`config.mk`:
```
export PLATFORM = sky130hd
export DESIGN_NAME = usi_two_wire_shift_unit
export DESIGN_NICKNAME = d
export VERILOG_FILES = /design/src/verilog/usi_pkg.sv /design/src/verilog/usi_two_wire_shift_unit.sv
export VERILOG_INCLUDE_DIRS = /design/src /design/src/verilog
export SDC_FILE = /design/constraint.sdc
export NUM_CORES = 1
export LEC_CHECK = 0
export BUFFER_PORTS_ARGS = -buffer_cell sky130_fd_sc_hd__buf_2
export CAP_MARGIN = 20
export CORE_MARGIN = 8
export CORE_UTILIZATION = 55
export DETAILED_ROUTE_END_ITERATION = 16
export GPL_TIMING_DRIVEN = 0
export PLACE_DENSITY = 0.81
export SLEW_MARGIN = 5
export SYNTH_ARGS = -nofsm -noshare
export SYNTH_HDL_FRONTEND = slang
export SYNTH_SLANG_ARGS = --single-unit
```
`constraint.sdc`:
```
create_clock -name pclk -period 2.6 [get_ports pclk]
set_input_delay 0.13 -clock pclk [delete_from_list [all_inputs] [get_ports pclk]]
set_output_delay 0.13 -clock pclk [all_outputs]
set_load 0.01 [all_outputs]
```
`src/verilog/usi_regs.svh`:
```
`ifndef USI_REGS_SVH
`define USI_REGS_SVH
// Summary of operation
// - Bus protocol; no slew limit, no filter
// - Data falls, clock high: set start flag
// - Data pin follows shift bit seven
// - Start hold on clock fall till clear
// - Receive samples data on rising clock, falling when cs low bit set
// - Overflow after eight bits holds clock low, upper two-wire mode only
// - Detector two-wire only, data delayed first
// - Start detector runs only while pclk runs
// - External clock counts both edges
// - Preload fifteen: next edge overflows
// - Shift left on selected clock source
// - CPU write beats simultaneous shift
// - Mode zero: inputs work, outputs off
// - Output latch open first half clock
// - Data pin driven only when direction set
// - Transfer end copies shift to buffer
// - Non two-wire external: edges set start
// - Start request when flag, enables set
// - Start flag clears on write one
// - Wrap sets overflow; clear releases hold
// - Stop flag in two-wire, write-one clear
// - Collision when bit seven differs pin

// ****************************************
// Register indices, byte address is index times four
// ****************************************
`define USI_IDX_CONTROL 8'h0D
`define USI_IDX_STATUS 8'h0E
`define USI_IDX_DATA 8'h0F
`define USI_IDX_BUFFER 8'h10
`define USI_IDX_PORT 8'h11

// ****************************************
// Field positions
// ****************************************
`define USI_CTL_START_IE 7
`define USI_CTL_OVF_IE 6
`define USI_CTL_WM_HI 5
`define USI_CTL_WM_LO 4
`define USI_CTL_CS_HI 3
`define USI_CTL_CS_LO 2
`define USI_CTL_CLKSEL 1
`define USI_CTL_TOGGLE 0
`define USI_ST_START 7
`define USI_ST_OVF 6
`define USI_ST_STOP 5
`define USI_ST_COLL 4
`define USI_PORT_SDA_DIR 0
`define USI_PORT_SCL_DIR 1
`define USI_PORT_SDA_VAL 2
`define USI_PORT_SCL_VAL 3

// ****************************************
// Encodings and reset values
// ****************************************
`define USI_WM_OFF 2'h0
`define USI_WM_THREE 2'h1
`define USI_CS_SOFT 2'h0
`define USI_CS_TIMER 2'h1
`define USI_CS_EXT_RISE 2'h2
`define USI_CNT_MAX 4'hF
`define USI_RST_BYTE 8'h00
`define USI_RST_PORT 4'hC

// ****************************************
// Timing
// ****************************************
`define USI_SDA_DELAY_NS 50
`define USI_CLK_PERIOD_PS 8000
`define USI_SDA_DLY_CYC (((`USI_SDA_DELAY_NS) * 1000 + `USI_CLK_PERIOD_PS - 1) / `USI_CLK_PERIOD_PS)
`endif

```
`src/verilog/usi_pkg.sv`:
```
package usi_pkg;
  // ****************************************
  // Carriers
  // ****************************************
  typedef struct packed {
    logic psel;
    logic penable;
    logic pwrite;
    logic [7:0] paddr;
    logic [31:0] pwdata;
  } usi_apb_req_t;

  typedef struct packed {
    logic [31:0] prdata;
    logic pready;
    logic pslverr;
  } usi_apb_rsp_t;

  typedef struct packed {
    logic scl;
    logic sda;
  } usi_pin_in_t;

  typedef struct packed {
    logic scl_o;
    logic scl_oe;
    logic sda_o;
    logic sda_oe;
  } usi_pin_out_t;

  // Start detector states
  typedef enum logic [2:0] {
    USI_SD_IDLE = 3'h1,
    USI_SD_DELAY = 3'h2,
    USI_SD_SEEN = 3'h4
  } usi_sd_state_t;

  // Whole state of the block
  typedef struct packed {
    logic [2:0] scl_sync;
    logic [2:0] sda_sync;
    logic scl_lvl;
    logic sda_lvl;
    usi_sd_state_t sd_state;
    logic [3:0] sd_cnt;
    logic start_hold;
    logic ovf_hold;
    logic [7:0] ctrl;
    logic [3:0] port;
    logic start_flag;
    logic ovf_flag;
    logic stop_flag;
    logic [3:0] cnt;
    logic [7:0] shift;
    logic [7:0] rbuf;
    logic out_latch;
    usi_apb_rsp_t rsp;
    usi_pin_out_t pins;
    logic start_irq;
    logic ovf_irq;
  } usi_state_t;
endpackage

```
`src/verilog/usi_two_wire_shift_unit.sv`:
```
// The APB slave port is this design's own decision.
`timescale 1ns/1ps
`include "usi_regs.svh"

module usi_two_wire_shift_unit (
  input wire logic pclk,
  input wire logic presetn,
  input wire logic pce,
  input wire usi_pkg::usi_apb_req_t apb_req,
  output usi_pkg::usi_apb_rsp_t apb_rsp,
  input wire usi_pkg::usi_pin_in_t pin_in,
  output usi_pkg::usi_pin_out_t pin_out,
  input wire logic timer_match,
  input wire logic global_irq_enable,
  output logic start_irq,
  output logic ovf_irq
);

  usi_pkg::usi_state_t st;
  usi_pkg::usi_state_t next_st;

  // ****************************************
  // Helpers
  // ****************************************
  // Byte address of a register index
  function automatic logic reg_hit(input logic [7:0] addr, input logic [7:0] idx);
    reg_hit = (addr == {idx[5:0], 2'h0});
  endfunction

  // Three-stage sampler: level moves once stages two and three agree
  function automatic logic settle(input logic [2:0] sync, input logic lvl);
    settle = (sync[1] == sync[2]) ? sync[2] : lvl;
  endfunction

  // Two-wire selected (both upper modes)
  function automatic logic is_two_wire(input logic [7:0] ctrl);
    is_two_wire = ctrl[`USI_CTL_WM_HI];
  endfunction

  // ****************************************
  // Combinational next state
  // ****************************************
  always_comb begin
    logic [1:0] wm;
    logic [1:0] cs;
    logic two_wire;
    logic new_scl;
    logic new_sda;
    logic scl_rise;
    logic scl_fall;
    logic sda_rise;
    logic sda_fall;
    logic acc;
    logic wr;
    logic wr_ctrl;
    logic wr_stat;
    logic wr_data;
    logic strobe_clk;
    logic strobe_tgl;
    logic shift_tick;
    logic count_tick;
    logic latch_open;
    logic [7:0] rd;
    logic [3:0] cnt_plus;
    next_st = st;
    wm = st.ctrl[`USI_CTL_WM_HI:`USI_CTL_WM_LO];
    cs = st.ctrl[`USI_CTL_CS_HI:`USI_CTL_CS_LO];
    two_wire = is_two_wire(st.ctrl);
    rd = `USI_RST_BYTE;

    // Pin sampling, no extra glitch filter beyond sampler
    next_st.scl_sync = {st.scl_sync[1:0], pin_in.scl};
    next_st.sda_sync = {st.sda_sync[1:0], pin_in.sda};
    new_scl = settle(st.scl_sync, st.scl_lvl);
    new_sda = settle(st.sda_sync, st.sda_lvl);
    next_st.scl_lvl = new_scl;
    next_st.sda_lvl = new_sda;
    scl_rise = new_scl & ~st.scl_lvl;
    scl_fall = ~new_scl & st.scl_lvl;
    sda_rise = new_sda & ~st.sda_lvl;
    sda_fall = ~new_sda & st.sda_lvl;

    // APB decode; write lands on the access edge
    acc = apb_req.psel & apb_req.penable & st.rsp.pready;
    wr = acc & apb_req.pwrite;
    wr_ctrl = wr & reg_hit(apb_req.paddr, `USI_IDX_CONTROL);
    wr_stat = wr & reg_hit(apb_req.paddr, `USI_IDX_STATUS);
    wr_data = wr & reg_hit(apb_req.paddr, `USI_IDX_DATA);
    strobe_clk = wr_ctrl & apb_req.pwdata[`USI_CTL_CLKSEL];
    strobe_tgl = wr_ctrl & apb_req.pwdata[`USI_CTL_TOGGLE];

    // Clock source selection
    shift_tick = 1'b0;
    count_tick = 1'b0;
    case (cs)
      `USI_CS_SOFT: begin
        shift_tick = strobe_clk;
        count_tick = strobe_clk;
      end
      `USI_CS_TIMER: begin
        shift_tick = timer_match;
        count_tick = timer_match;
      end
      default: begin
        if (st.ctrl[`USI_CTL_CLKSEL]) begin
          // Toggle strobe stands in for the pin edge
          shift_tick = strobe_tgl;
          count_tick = strobe_tgl;
        end else begin
          // Sample on rising edge, or falling when cs low bit set
          shift_tick = (cs == `USI_CS_EXT_RISE) ? scl_rise : scl_fall;
          count_tick = scl_rise | scl_fall; // Both edges counted
        end
      end
    endcase

    // Control register, strobe bits not stored
    if (wr_ctrl) begin
      next_st.ctrl = {apb_req.pwdata[7:2], 2'h0};
    end
    if (wr & reg_hit(apb_req.paddr, `USI_IDX_PORT)) begin
      next_st.port = apb_req.pwdata[3:0];
    end
    // Toggle strobe flips the clock port value
    if (strobe_tgl) begin
      next_st.port[`USI_PORT_SCL_VAL] = ~st.port[`USI_PORT_SCL_VAL];
    end

    // Shift register; a CPU write wins over the shift
    if (wr_data) begin
      next_st.shift = apb_req.pwdata[7:0];
    end else if (shift_tick) begin
      next_st.shift = {st.shift[6:0], new_sda}; // Left shift
    end

    // Edge counter and overflow
    cnt_plus = st.cnt + 4'h1;
    if (wr_stat) begin
      next_st.cnt = apb_req.pwdata[3:0];
    end else if (count_tick) begin
      next_st.cnt = cnt_plus;
    end
    // Wrap from top sets flag, preload of max works too
    if (count_tick && !wr_stat && st.cnt == `USI_CNT_MAX) begin
      next_st.ovf_flag = 1'b1;
      next_st.rbuf = next_st.shift; // Completed byte to buffer
      if (two_wire && wm[0]) begin
        next_st.ovf_hold = 1'b1; // Hold clock after eight bits
      end
    end else if (wr_stat && apb_req.pwdata[`USI_ST_OVF]) begin
      next_st.ovf_flag = 1'b0;
      next_st.ovf_hold = 1'b0; // Clearing releases the hold
    end

    // Start detector: data delayed before clock is looked at
    // Runs on sampled pins, so no wake while pclk is stopped
    case (st.sd_state)
      usi_pkg::USI_SD_IDLE: begin
        if (two_wire && sda_fall && new_scl) begin
          next_st.sd_state = usi_pkg::USI_SD_DELAY;
          next_st.sd_cnt = 4'(`USI_SDA_DLY_CYC);
        end
      end
      usi_pkg::USI_SD_DELAY: begin
        if (st.sd_cnt != 4'h0) begin
          next_st.sd_cnt = st.sd_cnt - 4'h1;
        end else if (new_scl && !new_sda) begin
          next_st.sd_state = usi_pkg::USI_SD_SEEN; // Start recognised
        end else begin
          next_st.sd_state = usi_pkg::USI_SD_IDLE;
        end
      end
      usi_pkg::USI_SD_SEEN: begin
        if (scl_fall) begin
          next_st.start_hold = 1'b1; // Clock held after master fall
          next_st.sd_state = usi_pkg::USI_SD_IDLE;
        end else if (sda_rise) begin
          next_st.sd_state = usi_pkg::USI_SD_IDLE;
        end
      end
      default: begin
        next_st.sd_state = usi_pkg::USI_SD_IDLE;
      end
    endcase
    if (!two_wire) begin
      next_st.sd_state = usi_pkg::USI_SD_IDLE;
      next_st.start_hold = 1'b0;
      next_st.ovf_hold = 1'b0;
    end

    // Start flag: write one clears, a new set wins
    if (wr_stat && apb_req.pwdata[`USI_ST_START]) begin
      next_st.start_flag = 1'b0;
      next_st.start_hold = 1'b0; // Release start hold
    end
    if (st.sd_state == usi_pkg::USI_SD_DELAY && st.sd_cnt == 4'h0 && new_scl && !new_sda) begin
      next_st.start_flag = 1'b1;
    end
    // Outside two-wire, any external clock edge flags
    if (!two_wire && cs[1] && !st.ctrl[`USI_CTL_CLKSEL] && (scl_rise || scl_fall)) begin
      next_st.start_flag = 1'b1;
    end

    // Stop: data rises while clock high
    if (wr_stat && apb_req.pwdata[`USI_ST_STOP]) begin
      next_st.stop_flag = 1'b0;
    end
    if (two_wire && sda_rise && new_scl) begin
      next_st.stop_flag = 1'b1;
    end

    // Output latch: open in first half of external clock
    if (cs[1]) begin
      latch_open = cs[0] ? new_scl : ~new_scl;
    end else begin
      latch_open = 1'b1;
    end
    if (latch_open) begin
      next_st.out_latch = next_st.shift[7]; // Follows bit seven
    end

    // Open drain pins; data enabled only with direction set, clock also by holds
    next_st.pins.scl_o = 1'b0;
    next_st.pins.sda_o = 1'b0;
    next_st.pins.sda_oe = two_wire && st.port[`USI_PORT_SDA_DIR] &&
      !(next_st.out_latch && st.port[`USI_PORT_SDA_VAL]);
    next_st.pins.scl_oe = two_wire && ((st.port[`USI_PORT_SCL_DIR] &&
      !next_st.port[`USI_PORT_SCL_VAL]) || next_st.start_hold || next_st.ovf_hold);

    // Interrupt requests, level while flag and enables set
    next_st.start_irq = next_st.start_flag && next_st.ctrl[`USI_CTL_START_IE] && global_irq_enable;
    next_st.ovf_irq = next_st.ovf_flag && next_st.ctrl[`USI_CTL_OVF_IE] && global_irq_enable;

    // APB answer: ready in the first access cycle
    next_st.rsp.pready = apb_req.psel & ~apb_req.penable;
    next_st.rsp.pslverr = 1'b0;
    if (apb_req.psel && !apb_req.penable) begin
      if (reg_hit(apb_req.paddr, `USI_IDX_CONTROL)) begin
        rd = st.ctrl;
      end else if (reg_hit(apb_req.paddr, `USI_IDX_STATUS)) begin
        // Collision reads sampled data level against bit seven
        rd = {st.start_flag, st.ovf_flag, st.stop_flag,
          two_wire & (st.shift[7] != st.sda_lvl), st.cnt};
      end else if (reg_hit(apb_req.paddr, `USI_IDX_DATA)) begin
        rd = st.shift;
      end else if (reg_hit(apb_req.paddr, `USI_IDX_BUFFER)) begin
        rd = st.rbuf;
      end else if (reg_hit(apb_req.paddr, `USI_IDX_PORT)) begin
        rd = {4'h0, st.port};
      end else begin
        next_st.rsp.pslverr = 1'b1; // Unmapped address
      end
      next_st.rsp.prdata = {24'h000000, rd};
    end
  end

  // ****************************************
  // State register; clock enable freezes all
  // ****************************************
  always_ff @(posedge pclk or negedge presetn) begin
    if (!presetn) begin
      st <= '0;
      st.scl_sync <= 3'h7;
      st.sda_sync <= 3'h7;
      st.scl_lvl <= 1'b1;
      st.sda_lvl <= 1'b1;
      st.sd_state <= usi_pkg::USI_SD_IDLE;
      st.port <= `USI_RST_PORT;
    end else if (pce) begin
      st <= next_st;
    end
  end

  // Outputs straight from flops
  assign apb_rsp = st.rsp;
  assign pin_out = st.pins;
  assign start_irq = st.start_irq;
  assign ovf_irq = st.ovf_irq;

endmodule // usi_two_wire_shift_unit

```
==> key figures <==
Outcome
  • Status: finished clean

Final layout
  • Share of cells above drive strength 1: approximately 28%
  • Area grow syn2layout: 16.26%
  • Layout fillers: 623
  • Post-Layout Cell Count: 613
  • Ant diodes: 0
  • Layout Nets: 563

CTS
  • CTS Buf Count: 9
  • CTS tree: built
  • H-Tree Depth: 3
  • Clk_lat worst skew: between 300 and 400 ps
  • CTS clk-pin slew, worst paths: 80 ps
  • CTS root buf: clkbuf_8
  • Clock sinks: 65
  • CTS max path bufs: 2

STA
  • Final Hold Fails: 0
  • Final Max Tran Viols: 0
  • RSZ-0062 raised after global routing: false
  • Min cycle time layout: between 2000 and 2500 ps
  • Worst-margin pin slew: between 1000 and 1500 ps
  • Max-slew headroom: about a third
  • Final setup TNS: 0 ps
  • Final setup vio count: 0
  • Final worst path period share: a little over nine tenths
  • FMAX: about 0.40 GHz
  • Clock Skews: between 10 and 15 ps

Global routing
  • Grt ovf: 0
  • Largest net degree at the start of global routing: 66
  • Total GRT Usage: 22.61%
  • Antenna violations before repair: 0
  • First-pass GRT wire length: approximately 18000 µm
  • Vias in the first global route: 3400

Placed design
  • Cell count after placement: ~590
  • Count of port buffers added during placement: 36
  • Placer Congestion: 0.9368
  • HPWL Detailed: between 8000 and 9000 µm

Detailed routing
  • ANT nets after route: 0
  • Vias: approximately 3.6k
  • Iter 0 DRT Violations: between 300 and 400
  • Routed WL per cell: around 18 µm
  • Residual DRC: 0
  • Final WL: ~11000 µm
  • First drt pass iteration count: 5
  • Vias per cell: 5.905

Floorplan
  • # IOs: 90
  • Full die area: approximately 10000 µm²
  • Core Area: 7137 µm²
  • Die Ht: 101.4 µm
  • Num rows: 31
  • Starting density of the core: a little under three fifths
  • Die width: roughly 100 µm

Worst setup path
  • Startpoint types: flop
  • RR Startpoint: st[86]$_DFFE_PN1P_
  • Reg-to-reg slack, setup: roughly 130 ps
  • Critical Path RT: 2850 ps
  • Reg2reg end: st[41]$_DFFE_PN0P_
  • Crit path kind: reg -> reg
  • CP arrival: about 2700 ps
  • CP Capture Type: flop
  • Max FO, Critical Path: 6
  • Reg2reg path depth: 6

Yosys
  • Asr flop ratio synth: 100.0%
  • Synth Flop Type: dfrtp_1
  • Synth Cell Area: roughly 4000 µm²
  • Number of synthesized flops with an enable pin: 0
  • Post-synthesis cell count: between 400 and 500
  • Yosys warns: 0
  • Yosys cell types: 62
  • Top cells by count, synth: dfrtp_1, buf_4, nor2_1
  • Synth top area cells: dfrtp_1, buf_4, dfstp_2
  • Synth area leader: dfrtp_1
  • Mapped Avg Cell Area: 9.280 µm²
  • Post-synth top area share: 33.71%
  • Yosys reg bits: 65
  • Most frequent cell after synthesis: dfrtp_1
  • Register area share after synthesis: between 40% and 50%

Min path
  • Worst Hold Launch: pin_in[1]
  • Hold path depth: 2
  • Min-Delay Endpoint: next_st[91]$_DFFE_PN1P_
  • HP Class: in -> reg

Flow run
  • Max-Cap Viols: 0

Power and ir drop
  • Leak: 2.131 nW
  • VDD IR max: around 330 µV
  • Pwr Density: slightly above 500 nW/µm²
worst max-delay path: stages, from the launching register on:
cell     delay [ps]
dfstp_2         580
maj3_2          280
ha_1            260
and2_1          220
or4_1           500
buf_2           190
mux2_1          330
layout make-up:
class	instances	area [µm²]	area share, %
Multi-Input combinational cell	317	2033	43.62
Timing Repair Buffer	41	220.2	4.725
Tap cell	99	123.9	2.658
Clock inverter	6	67.56	1.450
Sequential cell	65	1640	35.19
Buffer	59	377.9	8.107
Clock buffer	10	137.6	2.953
Inverter	16	60.06	1.289
power by group:
part,total (mW),leakage (nW),switching [mW],internal (mW)
combinational,0.368,1.19,0.216,0.152
sequential,1.14,0.841,0.0589,1.08
clock,0.902,0.0985,0.432,0.470
how the worst max path moves through the flow:
| stage | cells past startpoint | slack [ps] | endpoint | from |
|---|---|---|---|---|
| after CTS | 6 | 70 | st[41]$_DFFE_PN0P_ | st[86]$_DFFE_PN1P_ |
| after global placement | 7 | -120 | st[45]$_DFFE_PN0P_ | apb_req[35] |
| after global routing | 6 | 8 | st[41]$_DFFE_PN0P_ | st[86]$_DFFE_PN1P_ |
| final | 6 | 130 | st[41]$_DFFE_PN0P_ | st[86]$_DFFE_PN1P_ |
| after floorplan | 7 | 170 | st[41]$_DFFE_PN0P_ | apb_req[34] |
| after detailed placement | 7 | -140 | st[43]$_DFFE_PN0P_ | apb_req[35] |
state kept, by name, summed over array words and instances, names as in the netlist:
signal	flops
st	47
apb_rsp	10
next_st	4
pin_out	2
ovf_irq	1
start_irq	1
per-layer routing:
metal	vias up	global-route usage (%)	routed length, µm
met4	0	12.37	356
met3	30	5.911	1120
met1	1710	27.57	4339
met5	-	0	0
li1	1673	-	-
met2	207	35.73	5230
cells by family after synthesis:
family / count (synthesis) / synth area share, %
AOI/OAI and AO/OA: 107 / 18.51
xor gates and xnor gates: 4 / 0.8741
adders and majority gates: 5 / 1.498
buffers and inverters: 75 / 10.92
DFF: 65 / 40.92
muxes: 34 / 9.270
other: 1 / 0.09354
and+or+nand+nor: 141 / 17.92
what timing repair did:
item	CTS	global route
hold endpoints to repair	54	0
pin swaps	0	1
hold buffers	1	0
endpoints found under the setup margin	5	10
setup buffers	0	3
resized for setup	1	2
stage by stage:
step / setup WS (ps) / hold slack, ps / total power [mW] / utilization (%) / instance area (µm²)
finish: 125.9 / 7.058 / 2.411 / 65.31 / 4661
global route: 8.385 / 1.705 / 2.519 / 65.31 / 4661
CTS: 72.19 / 5.258 / 2.407 / 64.90 / 4632
detailed placement: -140.8 / 278.3 / 1.513 / 61.85 / 4414
global placement: -116.6 / 363.3 / 1.500 / 61.75 / 4407
floorplan: 165.7 / -165.6 / 1.385 / - / 4103
placed cells by master (no fill, tap or decap), types with 5 or more instances in the layout:
cell / netlist / layout
dfrtp_1: 54 / 54
buf_4: 39 / 43
buf_2: 2 / 38
nor2_1: 38 / 37
nand2_1: 36 / 36
a21oi_1: 26 / 26
conb_1: 1 / 26
o21ai_0: 24 / 24
mux2_2: 23 / 23
inv_1: 16 / 16
clkbuf_1: 15 / 15
nand3_1: 15 / 15
dfstp_2: 11 / 11
clkbuf_8: 0 / 10
mux2i_1: 9 / 9
nand4_1: 9 / 9
a22o_1: 7 / 7
a221oi_1: 7 / 7
o2bb2ai_1: 6 / 6
nor3b_1: 5 / 5
and3_1: 5 / 5
o31ai_1: 5 / 5
nor4_1: 5 / 5
nor3_1: 5 / 5
No activity file was read; power rests on OpenSTA's default activity.
